`config.mk`:
```
export PLATFORM = sky130hd
export DESIGN_NAME = adcrf_top
export DESIGN_NICKNAME = d
export VERILOG_FILES = /design/src/include/adcrf_pkg.sv /design/src/hdl/adcrf_result_pack.sv /design/src/hdl/adcrf_sel_hold.sv /design/src/hdl/adcrf_top.sv
export VERILOG_INCLUDE_DIRS = /design/src /design/src/include
export SDC_FILE = /design/constraint.sdc
export NUM_CORES = 1
export LEC_CHECK = 0
export ABC_AREA = 1
export BUFFER_PORTS_ARGS = -buffer_cell sky130_fd_sc_hd__buf_2
export CORE_MARGIN = 5
export CORE_UTILIZATION = 47
export CTS_CLUSTER_DIAMETER = 200
export DETAILED_ROUTE_END_ITERATION = 10
export GPL_TIMING_DRIVEN = 0
export PLACE_DENSITY = 0.67
export REMOVE_ABC_BUFFERS = 1
export SYNTH_ARGS = -nofsm -noshare
export SYNTH_HDL_FRONTEND = slang
export SYNTH_SLANG_ARGS = --single-unit
```
`constraint.sdc`:
```
create_clock -name clk -period 6.2 [get_ports clk]
set_clock_uncertainty 0.05 [all_clocks]
set_input_delay 1.24 -clock clk [delete_from_list [all_inputs] [get_ports clk]]
set_output_delay 1.24 -clock clk [all_outputs]
set_load 0.05 [all_outputs]
```
`src/include/adcrf_defines.svh`:
```
// Constants of the converter result formatter and input selection block:
// register offsets, field positions, reset values and timing counts.
// Assumes byte addressing on a 32-bit APB with one register per word.
`ifndef ADCRF_DEFINES_SVH
`define ADCRF_DEFINES_SVH

// Register byte offsets
`define ADCRF_OFS_CTRL 8'h00
`define ADCRF_OFS_MUX 8'h04
`define ADCRF_OFS_CMD 8'h08
`define ADCRF_OFS_SAMP 8'h0c
`define ADCRF_OFS_CONVERTER_CONTROL_D 8'h10
`define ADCRF_OFS_RESULT 8'h14
`define ADCRF_OFS_STATUS 8'h18
`define ADCRF_OFS_SLOPE 8'h1c
`define ADCRF_OFS_OFFSET 8'h20

// Control register fields
`define ADCRF_CTRL_DIFF 1
`define ADCRF_CTRL_LEFT 2
`define ADCRF_CTRL_ACC_LSB 4
`define ADCRF_CTRL_PRE_LSB 8
// Input selection register fields
`define ADCRF_MUX_POS_LSB 0
`define ADCRF_MUX_NEG_LSB 8

// Reset values
`define ADCRF_CTRL_RST 12'h000
`define ADCRF_SAMP_RST 8'h00
`define ADCRF_INIT_RST 3'h0

// Timing in converter clock ticks
`define ADCRF_CONV_TICKS 6'h0d
`define ADCRF_SAMPLE_BASE 9'h002
`define ADCRF_INIT_STEP 7'h10

// Factory compensation defaults, arbitrary values
`define ADCRF_SLOPE_DEF 16'h1234
`define ADCRF_OFFSET_DEF 16'h5678

`endif

```
`src/include/adcrf_pkg.sv`:
```
// Types shared by the converter result formatter and selection logic.
// Assumes the constants header is compiled alongside.
package adcrf_pkg;
    typedef enum logic [2:0] {
        ST_IDLE,
        ST_INIT,
        ST_SAMPLE,
        ST_CONVERT
    } adcrf_state_t;
    typedef logic [2:0] adcrf_accnum_t;
    typedef logic [6:0] adcrf_sel_t;
endpackage

```
`src/hdl/adcrf_result_pack.sv`:
```
// Packs a signed or unsigned accumulated sum into the 16-bit result.
// Assumes the sum is already sign or zero extended to 20 bits.
`timescale 1ns/1ps
`default_nettype none
module adcrf_result_pack (
    input wire logic [19:0] acc_sum,
    input wire adcrf_pkg::adcrf_accnum_t acc_count,
    input wire logic left_align_select,
    output logic [15:0] packed_result
);
    // Wide sums keep their extension bits, so right adjust is a plain slice
    always_comb begin
        case (acc_count)
            3'h0: packed_result = left_align_select ?
                {acc_sum[11:0], 4'h0} : acc_sum[15:0]; // RULE_01
            3'h1: packed_result = left_align_select ?
                {acc_sum[12:0], 3'h0} : acc_sum[15:0]; // RULE_02
            3'h2: packed_result = left_align_select ?
                {acc_sum[13:0], 2'h0} : acc_sum[15:0]; // RULE_17
            3'h3: packed_result = left_align_select ?
                {acc_sum[14:0], 1'h0} : acc_sum[15:0]; // RULE_17
            3'h4: packed_result = acc_sum[15:0]; // RULE_18
            // Low bits dropped to fit, same for both adjust settings
            3'h5: packed_result = acc_sum[16:1]; // RULE_03
            3'h6: packed_result = acc_sum[17:2]; // RULE_03
            3'h7: packed_result = acc_sum[18:3]; // RULE_03
            default: packed_result = acc_sum[15:0];
        endcase
    end
endmodule
`default_nettype wire

```
`src/hdl/adcrf_sel_hold.sv`:
```
// Holding and active copies of the positive and negative input selections.
// Assumes lock is high while the converter must see a frozen selection.
`timescale 1ns/1ps
`default_nettype none
module adcrf_sel_hold (
    input wire logic clk,
    input wire logic rstn,
    input wire logic sel_we,
    input wire logic [13:0] sel_wdata,
    input wire logic lock,
    output logic [13:0] sel_held,
    output logic [13:0] sel_active
);
    // Channel 0 is the positive selection, channel 1 the negative one
    genvar ch;
    generate
        for (ch = 0; ch < 2; ch++) begin : g_ch
            // Writes always land in the holding copy
            always_ff @(posedge clk or negedge rstn) begin
                if (!rstn) begin
                    sel_held[ch*7 +: 7] <= 7'h00;
                end else if (sel_we) begin
                    sel_held[ch*7 +: 7] <= sel_wdata[ch*7 +: 7]; // RULE_05
                end
            end
            // Active copy follows every cycle unless frozen
            always_ff @(posedge clk or negedge rstn) begin
                if (!rstn) begin
                    sel_active[ch*7 +: 7] <= 7'h00;
                end else if (!lock) begin
                    sel_active[ch*7 +: 7] <= sel_held[ch*7 +: 7]; // RULE_06
                end
            end
        end
    endgenerate
endmodule
`default_nettype wire

```
`src/hdl/adcrf_top.sv`:
```
// Converter back end: APB registers, converter clock divider, conversion
// sequencer with accumulation, input selection locking and result packing.
// Assumes the analog core returns conv_code valid at the end of conversion.
// Notes on behaviour
// [RULE_01] Single differential: 12-bit signed, extended or left-shifted
// [RULE_02] Two samples: 13-bit signed sum, same packing
// [RULE_03] 32 to 128 samples: truncate, ignore adjust
// [RULE_04] Negative selection used only when differential
// [RULE_05] Selection writes pass through a holding register
// [RULE_06] Idle: active selection copies held selection
// [RULE_07] Conversion start freezes active selections
// [RULE_08] Unfreeze in last converter cycle of conversion
// [RULE_09] Start on next converter tick after go
// [RULE_10] Software picks 2.048V reference and sensor
// [RULE_11] Software sets init delay for 25 us
// [RULE_12] Software sets sample length for 28 us
// [RULE_13] Software uses 12-bit right-adjusted single-ended reads
// [RULE_14] Factory slope and offset values readable
// [RULE_15] Software computes kelvin from offset, slope
// [RULE_16] Software rescales factors for other references
// [RULE_17] Four and eight samples: 14 and 15 bits
// [RULE_18] Sixteen samples fill all sixteen bits
// [RULE_19] Left adjust puts top bits in high byte
// [RULE_20] Differential two's complement, single-ended unsigned
`timescale 1ns/1ps
`default_nettype none
`include "adcrf_defines.svh"
module adcrf_top #(
    parameter logic [15:0] SLOPE_FACTORY = `ADCRF_SLOPE_DEF,
    parameter logic [15:0] OFFSET_FACTORY = `ADCRF_OFFSET_DEF
) (
    input wire logic clk,
    input wire logic rstn,
    input wire logic psel,
    input wire logic penable,
    input wire logic pwrite,
    input wire logic [7:0] paddr,
    input wire logic [31:0] pwdata,
    output logic [31:0] prdata,
    output logic pready,
    output logic pslverr,
    input wire logic [11:0] conv_code,
    output logic sample_en,
    output logic conv_done,
    output logic [6:0] positive_input_select,
    output logic [6:0] negative_input_select,
    output logic negative_input_enable
);
    // Software-visible control state
    logic [11:0] ctrl_reg;
    logic [7:0] sample_length_field;
    logic [2:0] init_delay_field;
    logic [15:0] result_register;
    logic conversion_go_bit;
    logic result_ready_reg;
    logic [13:0] sel_held;
    logic [13:0] sel_active;
    // Sequencer state
    adcrf_pkg::adcrf_state_t state_reg;
    logic [9:0] cnt_reg;
    logic [7:0] sample_idx_reg;
    logic [19:0] acc_reg;
    logic [3:0] pre_cnt_reg;
    logic tick;
    logic lock;
    logic last_conv_cycle;
    logic last_sample;
    logic res_load;
    logic [19:0] code_ext;
    logic [19:0] acc_next;
    logic [15:0] packed_result;
    // APB decode
    logic wr_en;
    logic rd_setup;
    logic addr_ok;
    logic [31:0] rd_next;

    logic diff_mode;
    logic left_align_select;
    adcrf_pkg::adcrf_accnum_t acc_count;
    logic [3:0] prescale;
    assign diff_mode = ctrl_reg[`ADCRF_CTRL_DIFF];
    assign left_align_select = ctrl_reg[`ADCRF_CTRL_LEFT];
    assign acc_count = ctrl_reg[`ADCRF_CTRL_ACC_LSB +: 3];
    assign prescale = ctrl_reg[`ADCRF_CTRL_PRE_LSB +: 4];

    // Zero wait state slave; writes commit in the access phase
    assign pready = 1'h1;
    assign wr_en = psel && penable && pwrite && addr_ok;
    assign rd_setup = psel && !penable && !pwrite;
    assign pslverr = psel && penable && !addr_ok;

    // Address decode shared by read and write paths
    always_comb begin
        case (paddr)
            `ADCRF_OFS_CTRL, `ADCRF_OFS_MUX, `ADCRF_OFS_CMD,
            `ADCRF_OFS_SAMP, `ADCRF_OFS_CONVERTER_CONTROL_D, `ADCRF_OFS_RESULT,
            `ADCRF_OFS_STATUS, `ADCRF_OFS_SLOPE,
            `ADCRF_OFS_OFFSET: addr_ok = 1'h1;
            default: addr_ok = 1'h0;
        endcase
    end

    // Read mux; active selections are shown so software sees the lock
    always_comb begin
        case (paddr)
            `ADCRF_OFS_CTRL: rd_next = {20'h00000, ctrl_reg};
            `ADCRF_OFS_MUX: rd_next = {17'h00000, sel_held[13:7],
                1'h0, sel_held[6:0]};
            `ADCRF_OFS_CMD: rd_next = {31'h00000000, conversion_go_bit};
            `ADCRF_OFS_SAMP: rd_next = {24'h000000, sample_length_field};
            `ADCRF_OFS_CONVERTER_CONTROL_D: rd_next = {29'h00000000, init_delay_field};
            `ADCRF_OFS_RESULT: rd_next = {16'h0000, result_register};
            `ADCRF_OFS_STATUS: rd_next = {9'h000, sel_active[13:7], 1'h0,
                sel_active[6:0], 6'h00, result_ready_reg, conversion_go_bit};
            `ADCRF_OFS_SLOPE: rd_next = {16'h0000, SLOPE_FACTORY}; // RULE_14
            `ADCRF_OFS_OFFSET: rd_next = {16'h0000, OFFSET_FACTORY}; // RULE_14
            default: rd_next = 32'h00000000;
        endcase
    end

    // Read data captured in the setup phase, stable through access
    always_ff @(posedge clk or negedge rstn) begin
        if (!rstn) begin
            prdata <= 32'h00000000;
        end else if (rd_setup) begin
            prdata <= rd_next;
        end
    end

    // Configuration registers
    always_ff @(posedge clk or negedge rstn) begin
        if (!rstn) begin
            ctrl_reg <= `ADCRF_CTRL_RST;
            sample_length_field <= `ADCRF_SAMP_RST;
            init_delay_field <= `ADCRF_INIT_RST;
        end else if (wr_en) begin
            if (paddr == `ADCRF_OFS_CTRL) begin
                ctrl_reg <= pwdata[11:0];
            end
            if (paddr == `ADCRF_OFS_SAMP) begin
                sample_length_field <= pwdata[7:0];
            end
            if (paddr == `ADCRF_OFS_CONVERTER_CONTROL_D) begin
                init_delay_field <= pwdata[2:0];
            end
        end
    end

    // Converter clock: one-cycle enable every prescale+1 system cycles
    always_ff @(posedge clk or negedge rstn) begin
        if (!rstn) begin
            pre_cnt_reg <= 4'h0;
        end else if (pre_cnt_reg >= prescale) begin
            pre_cnt_reg <= 4'h0;
        end else begin
            pre_cnt_reg <= pre_cnt_reg + 4'h1;
        end
    end
    assign tick = (pre_cnt_reg >= prescale);

    // Selections are locked from start up to the final converter cycle of each sample conversion
    assign last_conv_cycle = (state_reg == adcrf_pkg::ST_CONVERT) &&
        (cnt_reg == 10'h000);
    assign lock = (state_reg != adcrf_pkg::ST_IDLE) &&
        !last_conv_cycle; // RULE_07 RULE_08
    assign last_sample = (sample_idx_reg ==
        8'((9'h001 << acc_count) - 9'h001));
    assign res_load = last_conv_cycle && tick && last_sample;

    adcrf_sel_hold i_adcrf_sel_hold (
        .clk(clk),
        .rstn(rstn),
        .sel_we(wr_en && (paddr == `ADCRF_OFS_MUX)),
        .sel_wdata({pwdata[`ADCRF_MUX_NEG_LSB +: 7],
            pwdata[`ADCRF_MUX_POS_LSB +: 7]}),
        .lock(lock),
        .sel_held(sel_held),
        .sel_active(sel_active)
    );

    // Negative selection only reaches the converter in differential mode
    assign positive_input_select = sel_active[6:0];
    assign negative_input_select = diff_mode ? sel_active[13:7] :
        7'h00; // RULE_04
    assign negative_input_enable = diff_mode; // RULE_04

    // Go bit: set by software, cleared by hardware at the end; set wins
    always_ff @(posedge clk or negedge rstn) begin
        if (!rstn) begin
            conversion_go_bit <= 1'h0;
        end else if (wr_en && paddr == `ADCRF_OFS_CMD && pwdata[0]) begin
            conversion_go_bit <= 1'h1;
        end else if (res_load) begin
            conversion_go_bit <= 1'h0;
        end
    end

    // Sequencer: init delay once, then sample and convert per accumulation
    always_ff @(posedge clk or negedge rstn) begin
        if (!rstn) begin
            state_reg <= adcrf_pkg::ST_IDLE;
            cnt_reg <= 10'h000;
        end else if (tick) begin
            case (state_reg)
                adcrf_pkg::ST_IDLE: begin
                    if (conversion_go_bit) begin
                        state_reg <= adcrf_pkg::ST_INIT; // RULE_09
                        cnt_reg <= 10'(init_delay_field * `ADCRF_INIT_STEP);
                    end
                end
                adcrf_pkg::ST_INIT: begin
                    if (cnt_reg == 10'h000) begin
                        state_reg <= adcrf_pkg::ST_SAMPLE;
                        cnt_reg <= 10'(sample_length_field +
                            `ADCRF_SAMPLE_BASE);
                    end else begin
                        cnt_reg <= cnt_reg - 10'h001;
                    end
                end
                adcrf_pkg::ST_SAMPLE: begin
                    if (cnt_reg == 10'h000) begin
                        state_reg <= adcrf_pkg::ST_CONVERT;
                        cnt_reg <= 10'(`ADCRF_CONV_TICKS - 6'h01);
                    end else begin
                        cnt_reg <= cnt_reg - 10'h001;
                    end
                end
                adcrf_pkg::ST_CONVERT: begin
                    if (cnt_reg != 10'h000) begin
                        cnt_reg <= cnt_reg - 10'h001;
                    end else if (last_sample) begin
                        state_reg <= adcrf_pkg::ST_IDLE;
                    end else begin
                        state_reg <= adcrf_pkg::ST_SAMPLE;
                        cnt_reg <= 10'(sample_length_field +
                            `ADCRF_SAMPLE_BASE);
                    end
                end
                default: begin
                    state_reg <= adcrf_pkg::ST_IDLE;
                    cnt_reg <= 10'h000;
                end
            endcase
        end
    end

    // Analog sampling window
    assign sample_en = (state_reg == adcrf_pkg::ST_SAMPLE);

    // Differential codes are signed, single-ended codes unsigned
    assign code_ext = diff_mode ? {{8{conv_code[11]}}, conv_code} :
        {8'h00, conv_code}; // RULE_20
    assign acc_next = acc_reg + code_ext;

    // Accumulator and sample index
    always_ff @(posedge clk or negedge rstn) begin
        if (!rstn) begin
            acc_reg <= 20'h00000;
            sample_idx_reg <= 8'h00;
        end else if (state_reg == adcrf_pkg::ST_IDLE) begin
            acc_reg <= 20'h00000;
            sample_idx_reg <= 8'h00;
        end else if (last_conv_cycle && tick) begin
            acc_reg <= acc_next;
            sample_idx_reg <= sample_idx_reg + 8'h01;
        end
    end

    adcrf_result_pack i_adcrf_result_pack (
        .acc_sum(acc_next),
        .acc_count(acc_count),
        .left_align_select(left_align_select),
        .packed_result(packed_result)
    );

    // Result register and its ready flag; a new result beats a read clear
    always_ff @(posedge clk or negedge rstn) begin
        if (!rstn) begin
            result_register <= 16'h0000;
            result_ready_reg <= 1'h0;
            conv_done <= 1'h0;
        end else begin
            conv_done <= res_load;
            if (res_load) begin
                result_register <= packed_result; // RULE_19
                result_ready_reg <= 1'h1;
            end else if (rd_setup && paddr == `ADCRF_OFS_RESULT) begin
                result_ready_reg <= 1'h0;
            end
        end
    end

    // Helper: sum shifted down by one bit per doubling beyond sixteen
    logic [15:0] trunc_chk;
    always_comb begin
        trunc_chk = 16'(acc_next >> (acc_count - 3'h4));
    end
endmodule
`default_nettype wire

```
Yosys cells after proc, flatten, opt, wreduce, memory -nomap -nowiden:

Cells that the tools add are included.

* bits in registers: 147
* bits of input ports: 57
* output and inout port bits: 51
* word-level logic and storage cells: 112

* add/sub/neg operators: 6
* magnitude comparators: 1
* equal/unequal tests: 24
* shift operators: 1
* mux-type cells: 30
* reductions and logical operators: 33

Operator list (count)
* $pmux 23 s9: 1
* $pmux 16 s8: 1
* $mux 16: 4
* $mux 20: 3
* $mux 10: 5
* $pmux 10 s4: 1
* $eq 8x5->1 const B: 4
* $add 20x20->20: 1
* $eq 8x4->1 const B: 2
* $mux 8: 2
* $logic_and 1x1->1: 14
* $eq 3x2->1 const B: 4
* $eq 3x3->1 const B: 4
* $mux 3: 4
* $pmux 3 s4: 1
* $logic_not 10->1: 1
* $reduce_bool 10->1: 1
* $sub 10x1->10 const B: 1
* $add 8x2->9 const B: 1
* $reduce_or 9->1: 1
* $add 8x1->8 const B: 1
* $eq 8x3->1 const B: 1
* $eq 8x6->1 const B: 1
* $eq 8x8->1: 1
* other kinds (20): 35

Depth between registers and ports, before layout:

Gate-level depths: netlist of run 1.

* depth in word-level cells: 7
* gate-level depth with buffers: 18
* gate-level depth less buffers: 18

Cells and area by module:

A second synthesis of run 1 with hierarchy kept.

* cells, all modules: 1525
* area, all modules: 9800.6 sq um

Modules (own cells, without submodules)
* adcrf_top: instances 1, cells each 1083, area an instance 7330.8 sq um, seq. area each 2727.6 sq um
* adcrf_result_pack: instances 1, cells each 324, area an instance 1408.9 sq um, seq. area each 0.0 sq um
* adcrf_sel_hold: instances 1, cells each 118, area an instance 1061.0 sq um, seq. area each 700.7 sq um

Worst setup path after synthesis of run 1:

OpenSTA, ideal clock, no wires.

* path type: input -> output
* start: input port paddr[3]
* end: output port pslverr
* arrival: 2.506 ns
* data required time: 4.910 ns
* path slack: 2.404 ns
* stages on the path: 8
* buffers on the path: 0
* cells stage by stage: inv_1 > nand3_1 > inv_1 > nand4_1 > nand2_1 > inv_1 > o211ai_2 > nor2_1

* word-level cells in the longest chain between the ends: 5
* elaborated cells on any way between the ends: 13

Ends and longest elaborated chain
* from (decl): RTL line adcrf_top.sv:37 `input wire logic [7:0] paddr,`
* $eq 8x4->1, or another cell as far along: RTL line adcrf_top.sv:95 `case (paddr)`
* $reduce_or 9->1 *: RTL line adcrf_top.sv:95
* $mux 1 *: RTL line adcrf_top.sv:95
* $logic_not 1->1 *: RTL line adcrf_top.sv:91 `assign pslverr = psel && penable && !addr_ok;`
* $logic_and 1x1->1 *: RTL line adcrf_top.sv:91
* to (decl): RTL line adcrf_top.sv:41 `output logic pslverr,`

Mark *: on every way between the ends. The rest lies on a longest branch, timed or not.

Worst setup path after layout of run 1:

* start: input port paddr[1]
* end: output port pslverr

Same word-level chain as after synthesis.

==> flow_results.org, run 1 <==
** Run status
- Result of the run :: finished, final reports clean

** Route
- Detailed Route WL :: 24.2 mm
- For this block, wires on met1 add up to around 11 mm.
- Number of vias in the routed layout :: approximately 8400
- Dividing the detail-routed via count by the number of cells gives 5.41.
- Total length of routed met3 wires :: approximately 1.2 mm
- Drt wl/cell :: about 16 um
- Number of iterations in the first detailed-routing pass :: 6
- In this run the top signal layer used is met4.
- Once detail routing completed, the nets flagged for antenna violations numbered 0.
- The routed design uses roughly 11 mm of met2 wire.
- Post-detailed-route DRC marker count :: 0
- DRT iter0 DRCs :: ~650

** Finish
- Most common cell after layout, fill and taps aside :: sky130_fd_sc_hd__nand2_1
- After routing the design area is between 9000 and 10000 um2.
- Compared with the post-synthesis result, the final layout area differs by 13.1%.
- Max FFs per register :: 23
- Post-route core utilization :: a little over half
- The final layout contains around 1400 nets.
- The post-route netlist has a little over a tenth of its cells at a drive strength greater than 1.
- In the layout the commonest cells are 350 x sky130_fd_sc_hd__nand2_1, 160 x sky130_fd_sc_hd__inv_1, 136 x sky130_fd_sc_hd__dfrtp_1.
- The repair_antennas step left the layout with diodes totalling 0.
- Post-Layout Cell Count :: between 1500 and 2000

** Synth
- Share of flip-flops with an asynchronous set or reset after synthesis :: 100%
- The cell count after synthesis came out at roughly 1200.
- Post-synthesis sequential area ratio :: between 30% and 40%
- Total number of yosys warnings :: 0
- The synthesized design contains between 100 and 150 register bits.
- In the synthesized netlist the dominant register cell turns out to be sky130_fd_sc_hd__dfrtp_1.
- The netlist uses 50 different library cells.
- Each instance of the synthesized netlist takes up on average a little over 7 um2.
- Summing every instance area after synthesis gives approximately 8800 um2.
- Number of synthesized flops with an enable pin :: 0

** Critical path
- By startpoint and endpoint, the worst setup path is classified as in -> out.
- Startpoint class of the critical path :: input port
- The startpoint identified for the worst register-to-register timing path is ctrl_reg[11]$_DFFE_PN0P_.
- Reg-to-reg setup timing slack :: ~2.6 ns
- Worst reg-to-reg path cell count :: 11
- Data arrival time at the worst-slack endpoint :: roughly 2.7 ns
- Required time at the endpoint of the critical path :: around 4.9 ns
- Worst reg2reg path endpoint :: result_register[6]$_DFFE_PN0P_
- Of all nets on the critical path, the largest fanout is 6.
- STA classifies the critical path endpoint as an output port.

** GRT
- The initial antenna violation count came to 0.
- Entering global routing, the biggest net connects 99 pins.
- The first global-routing pass estimated 40.6 mm of wire.
- The via count of the first global-routing pass was about 8000.
- Total congestion overflow after global routing :: 0
- In the global route stage, overall resource usage came out at a little under a quarter.

** Hold path
- Worst hold endpoint :: prdata[11]$_DFFE_PN0P_
- In this run the most critical hold path is launched from prdata[11]$_DFFE_PN0P_.
- Counting instances, the worst hold path has a depth of 2.
- Class of the tightest hold or removal check :: reg -> reg

** Timing
- Actual transition at the worst max-transition pin :: just under 1 ns
- The final count of pins violating max slew came to 0.
- Once routing completed, OpenROAD measured the worst setup slack at about 2.2 ns.
- Achievable clock frequency :: about 250 MHz
- Unrepaired setup endpoints after global routing :: no
- Hold timing on the final database bottoms out at a slack of between 0.4 and 0.5 ns.
- The final critical path takes up 64.5% of the cycle.
- The number of failing hold endpoints at the final stage was 0.
- Setup violations remaining at the end of the flow were counted as 0.
- Measured against its own limit, the worst slew margin works out to 34.7%.
- Sum Neg Setup Slack :: 0 ns
- The smallest clock period supported by the final layout is computed as around 4.0 ns.

** CTS
- Post-CTS repair changed the size of 0 cells.
- For this design, the sink count on the clock tree is between 100 and 150.
- Hold repair after CTS inserted 0 buffers.
- Buffers added to address setup during post-CTS repair amount to 0.
- For the worst-skew pair, the clock arrives at the later sink with an insertion delay of 0.43 ns.
- Clk slew on worst S/H paths :: around 0.070 ns
- The clock passes through at most 2 buffers.
- Total clock buffers created by CTS :: 17
- H-Tree Depth :: 4
- Buffer type at the clock tree root :: sky130_fd_sc_hd__clkbuf_16
- TritonCTS built the clock tree.

** Run
- Max-cap violations in this run came to 0.

** Power and ir drop
- PD cells :: 307 nW/um2
- After layout, the design draws a total of between 3 and 4 mW.
- The analysis attributes to cell leakage a power of 5.14 nW.
- Across the VDD grid, the largest voltage drop is between 0.2 and 0.25 mV.

** Die
- The total area inside the core boundary comes to 18500 um2.
- Floorplan die area :: between 20000 and 25000 um2
- Die outline width :: between 100 and 150 um
- Starting density of the core :: 47.3%
- Floorplan die height :: between 100 and 150 um
- In this run the core area contains 50 standard-cell rows.
- # IOs :: roughly 110

** Placement
- Cell Count Post-Placement :: between 1500 and 2000
- Buffers placed on the I/O ports in this run total 80.
- Worst-case setup slack after placement :: between 2 and 2.5 ns
- After legalization and detailed placement, the total HPWL measured ~18 mm.
- In this run the cell area measured after placement is 9260 um2.
- GP Congestion :: 0.907
[cell type report]
class	count	area, um2
Fill cell	1828	8620
Clock buffer	17	425
Sequential cell	136	3400
Tap cell	234	293
Timing Repair Buffer	81	434
Clock inverter	15	221
Inverter	173	649
Multi-Input combinational cell	891	4480
[Yosys cell counts (all sizes together) (4+ instances only)]
cell	number	share of area, %
xor2	16	1.7
buf	26	1.9
nor3	17	0.97
nand2	354	15
inv	167	7.2
nand3b	4	0.34
xnor2	8	0.80
a221oi	10	1.0
a21oi	35	2.0
dfrtp	136	39
nand4	14	1.1
o21ai	121	6.9
nand3	114	6.6
mux2	5	0.64
clkbuf	24	1.0
ha	24	3.4
o22ai	34	2.6
o211ai	7	0.71
clkinv	6	0.26
nor2	93	4.3
[kinds of logic (layout without fill, tap and decap cells)]
logic type	after synthesis	after routing	synth area share (%)
AOI/OAI and AO/OA	227	227	15.0
xor gates and xnor gates	24	24	2.49
adders and majority gates	25	25	3.66
buffers and inverters	223	286	10.4
DFF	136	136	38.9
muxes	5	5	0.643
other	2	10	0.0857
and+or+nand+nor	600	600	28.9
[worst max-delay path by stage]
stage,slack (ns),endpoint,startpoint
after floorplan,2.40,pslverr,paddr[3]
after global placement,1.80,prdata[17]$_DFFE_PN0P_,rstn
after detailed placement,2.24,pslverr,paddr[1]
after CTS,2.22,pslverr,paddr[1]
after global routing,2.05,pslverr,paddr[3]
final,2.20,pslverr,paddr[1]
[power by group]
group | leakage, nW | switching (mW) | total, mW | internal, mW
Clock | 0.314 | 0.468 | 1.13 | 0.659
Combinational | 2.98 | 0.580 | 0.838 | 0.257
Sequential | 1.84 | 0.0749 | 1.08 | 1.00
Total | 5.14 | 1.12 | 3.04 | 1.92
[layer usage]
layer | vias to the layer above | GRT usage, %
met5 | - | 0
met4 | 0 | 5.41
met3 | 32 | 3.10
met2 | 240 | 37.6
met1 | 3933 | 32.4
li1 | 4165 | -
[worst max-delay path, cell delays in order]
cell	delay (ns)
sky130_fd_sc_hd__buf_2	0.10
sky130_fd_sc_hd__nor2_1	0.17
sky130_fd_sc_hd__nand3_1	0.14
sky130_fd_sc_hd__inv_1	0.07
sky130_fd_sc_hd__nand4_1	0.26
sky130_fd_sc_hd__nand2_1	0.14
sky130_fd_sc_hd__inv_1	0.14
sky130_fd_sc_hd__o211ai_2	0.16
sky130_fd_sc_hd__nor2_1	0.08
sky130_fd_sc_hd__buf_2	0.22
Power figures use the tool's default switching activity.
==> inputs of run 2 (changes only) <==
Settings changed: ABC_AREA 1 to 0.
Clock period 6.2 ns to 4.2 ns, I/O delays scaled along.
==> flow_results.org, run 2 <==
** Placement
- IO buf count :: 80 (unchanged)
- The HPWL after detailed placement came to 17.4 mm (-1.3%).
- The weighted congestion reported at the end of routability-driven placement came to 0.883 (-2.7%).

** GRT
- Met2 layer usage reported by global route :: 35.2% (-2.5 points)
- The met3 usage is 4.48% (+1.4 points).
- Number of antenna violations at the first check in global routing :: 2 (+2)
- The combined global-route utilization of all metal layers was 22.4% (-0.50 points).
- The via count of the first global-routing pass came to 7143 (-11%).
- Busiest metal layer after global routing :: met2
- The first-pass GRT wire length came to 38.8 mm (-4.5%).
- The pin count of the biggest net entering global routing is 96 (-3.0%).
- Met1 Usage GRT :: 31.6% (-0.77 points)
- Total congestion overflow after global routing :: 0 (unchanged)

** Route
- DRT iter0 DRCs :: 675 (+4.0%)
- The number of optimization iterations in the first detailed-route pass came to 6 (unchanged).
- Detailed Route WL :: 24.5 mm (+1.3%)
- The count of antenna-violating nets left after detailed routing is 0 (unchanged).
- Via density per instance :: 6.12 (+13%)
- The average wire length per cell after detail routing is 19.7 um (+26%).
- Post-detailed-route DRC marker count :: 0 (unchanged)
- The total number of vias came to 7630 (-8.8%).

** CTS
- CTS tree :: built
- Number of clock sinks :: 136 (unchanged)
- The clock latency on the worst-skew pair is 0.43 ns (about the same).
- The maximum number of buffers from clock root to sink was 2 (unchanged).
- Cts hold-fix bufs :: 0 (unchanged)
- H-Tree Depth :: 4 (unchanged)
- Clk slew on worst S/H paths :: 0.06 ns (about the same)
- Total clock buffers created by CTS :: 17 (unchanged)
- Buffer type at the clock tree root :: sky130_fd_sc_hd__clkbuf_16

** Synth
- Number of synthesized flops with an enable pin :: 0 (unchanged)
- The total standard cell area after synthesis was 8690 um2 (-0.77%).
- The number of warnings reported in the yosys synthesis log is 0 (unchanged).
- The register bit count reported by yosys came to 136 (unchanged).
- Among all flip-flop cells after synthesis, the most frequent one is sky130_fd_sc_hd__dfrtp_1.
- The unique cell type count in the Yosys netlist came to 80 (+60%).
- sky130_fd_sc_hd__dfrtp_1 takes more of the synthesized area than any other cell.
- Yosys instantiated no cell more often than sky130_fd_sc_hd__dfrtp_1.
- In the synthesized netlist, the cells that appear most often are 136 x sky130_fd_sc_hd__dfrtp_1, 97 x sky130_fd_sc_hd__nand2_1, 88 x sky130_fd_sc_hd__nor2_1.
- Fraction of post-synthesis cell area in the top cell type by area :: 39.2% (+0.30 points)
- The mean instance size in the synthesized netlist came to 8.98 um2 (+27%).
- Post-synthesis sequential area ratio :: 39.2% (+0.30 points)
- Gate Count Post-Synth :: 968 (-22%)
- Share of flip-flops with an asynchronous set or reset after synthesis :: 100% (unchanged)
- Dominant cells by area after synthesis :: sky130_fd_sc_hd__dfrtp_1 39%, sky130_fd_sc_hd__mux2_2 6.6%, sky130_fd_sc_hd__nand2_1 4.2%

** Critical path
- Startpoint class of the critical path :: register
- The data arrival at the endpoint of the critical path came to 4.15 ns (+1.44 ns).
- The cell that appears most often on the critical path is sky130_fd_sc_hd__xnor2_1.
- Setup Crit Path Kind :: reg -> reg
- Walking the worst path, the cells encountered are nor2_1 -> nand2_1 -> ha_1 -> xnor2_1 -> xnor2_1 -> nor4_2 -> nand4_4 -> clkinv_4 -> o221ai_1 -> o32a_1.
- Worst reg-to-reg path cell count :: 10 (-1)
- The largest fanout on the critical path is 41 (+35).
- Slowest library cell on the worst path :: sky130_fd_sc_hd__dfrtp_2
- The flop-to-flop setup slack is 0.30 ns (-2.25 ns).
- Worst reg2reg path endpoint :: result_register[13]$_DFFE_PN0P_
- The worst setup path is captured at a register.
- Crit Reg-Reg Startpoint :: ctrl_reg[6]$_DFFE_PN0P_
- The maximum cell stage delay along the critical path was 0.66 ns (+0.40 ns).
- The data required time at the worst endpoint is 4.45 ns (-0.46 ns).

** Timing
- Actual transition at the worst max-transition pin :: 1.31 ns (+0.336 ns)
- Unrepaired setup endpoints after global routing :: no
- Count of endpoints failing setup in the final report :: 0 (unchanged)
- The hold slack came to 0.285 ns (-0.141 ns).
- Achievable clock frequency :: around 260 MHz
- The number of failing hold endpoints at the final stage was 0 (unchanged).
- Counting I/O delays and the setup requirement, the final critical path takes about 3.9 ns.
- The final count of pins violating max slew was 0 (unchanged).
- The headroom to the max-slew limit was 12.1% (-23 points).
- Fraction of the cycle the final worst path needs :: 92.9%

** Finish
- Area overhead of the layout relative to synthesis :: 12.2%
- The final net count is 1085 (-21%).
- The layout cell share with drive strength beyond 1 is 20.1% (+9.2 points).
- In the layout the commonest cells are 133 x sky130_fd_sc_hd__dfrtp_1, 97 x sky130_fd_sc_hd__nand2_1, 88 x sky130_fd_sc_hd__nor2_1.
- Most common cell after layout, fill and taps aside :: sky130_fd_sc_hd__dfrtp_1
- Max FFs per register :: 23 (unchanged)

** Power and ir drop
- Worst voltage drop across the vdd grid :: 0.252 mV (+8.1%)
- PD cells :: 373 nW/um2 (+21%)
- The post-route total power is 3.64 mW (+20%).
- Standby leakage power :: 4.31 nW (-16%)

** Die
- The total die area was 21300 um2 (-0.72%).
- The starting utilization of the core area was 48.1% (+0.76 points).
- Die outline width :: 146 um (-0.36%)
- The I/O pin total is 108 (unchanged).
- The placeable core region came to 18100 um2 (-2.3%).
- The die boundary height is 146 um (-0.36%).
- Site Rows :: 49 (-2.0%)

** Run status
- The flow ran to the end, and the final reports show no timing, DRC or antenna violations.

** Run
- Max capacitance violation total :: 0 (unchanged)

** Hold path
- Class of the tightest hold or removal check :: in -> async
## run 2: cell count changes in the layout (fill, tap and decap cells not counted), moves of 12 or more
cell,change
sky130_fd_sc_hd__a21o_1,+12
sky130_fd_sc_hd__a21oi_1,+19
sky130_fd_sc_hd__a22oi_1,+16
sky130_fd_sc_hd__a31oi_1,+21
sky130_fd_sc_hd__and2_1,+12
sky130_fd_sc_hd__inv_1,-138
sky130_fd_sc_hd__mux2_2,+46
sky130_fd_sc_hd__nand2_1,-253
sky130_fd_sc_hd__nand3_1,-62
sky130_fd_sc_hd__nor3_1,-12
sky130_fd_sc_hd__o21ai_0,-53
sky130_fd_sc_hd__o22ai_1,-23
sky130_fd_sc_hd__xnor2_1,+15
## run 2: stage by stage
stage / setup TNS, ns / instances / util [%] / area (um2) / setup WS, ns
2_1_floorplan: 0 / 898 / - / 8340 / 0.697
6_report: 0 / 1247 / 53.9 / 9750 / 0.299
5_1_grt: 0 / 1247 / 53.9 / 9750 / 0.0604
3_5_place_dp: -3.09 / 1212 / 50.5 / 9140 / -0.337
3_3_place_gp: -7.48 / 1207 / 49.9 / 9030 / -0.290
4_1_cts: 0 / 1244 / 53.7 / 9710 / 0.00760
## run 2: what timing repair did
action	4_1_cts	5_1_grt
setup buffers	0	0
pin swaps	0	1
setup endpoints to repair	12	25
gates resized for setup	3	5
cloned	0	1
## run 2: kinds of logic after synthesis
group | after synthesis | synth area share [%]
simple gates | 320 | 17.8
compound gates | 285 | 22.0
flops | 136 | 39.2
buf+inv | 101 | 5.40
mux | 59 | 7.82
xor+xnor | 40 | 4.03
fa+ha+maj | 25 | 3.69
other cells | 2 | 0.0864
## run 2: how the worst max path moves through the flow
stage | start | to | slack, ns | cells after the start
final | ctrl_reg[6]$_DFFE_PN0P_ | result_register[13]$_DFFE_PN0P_ | 0.30 | 10
after global routing | ctrl_reg[6]$_DFFE_PN0P_ | cnt_reg[9]$_DFFE_PN0P_ | 0.06 | 10
after CTS | ctrl_reg[4]$_DFFE_PN0P_ | result_register[13]$_DFFE_PN0P_ | 0.008 | 10
after detailed placement | ctrl_reg[6]$_DFFE_PN0P_ | cnt_reg[7]$_DFFE_PN0P_ | -0.34 | 10
after global placement | penable | prdata[8]$_DFFE_PN0P_ | -0.29 | 3
after floorplan | ctrl_reg[6]$_DFFE_PN0P_ | cnt_reg[5]$_DFFE_PN0P_ | 0.70 | 10
## run 2: layer usage
layer | part of all wire [%] | vias to the layer above
met5 | 0 | -
met4 | 1.9 | 0
met3 | 6.6 | 34
met2 | 47 | 277
met1 | 45 | 3697
li1 | - | 3622
## run 2: worst max-delay path: cells and delay by family, from the launching register on
kind | cells | cell delay [ns]
AO/OA/AOI/OAI | 2 | 0.48
adder cells (fa/ha/maj) | 1 | 0.37
flip-flops | 1 | 0.66
AND/OR/NAND/NOR | 4 | 1.64
buffers and inverters | 1 | 0.26
XOR/XNOR | 2 | 0.31
## run 2: cell type report
cell class	count	area, um2
Fill cell	1637	8330
Multi-Input combinational cell	740	4920
Sequential cell	136	3410
Timing Repair Buffer	85	483
Clock buffer	17	425
Tap cell	229	287
Clock inverter	15	136
Inverter	23	91.3
Antenna cell	2	5.00
## run 2: power by group
group          leakage (nW)  switching, mW  internal [mW]
sequential             1.77         0.0903           1.40
clock                 0.258          0.657          0.779
combinational          2.28          0.494          0.222
total                  4.31           1.24           2.40
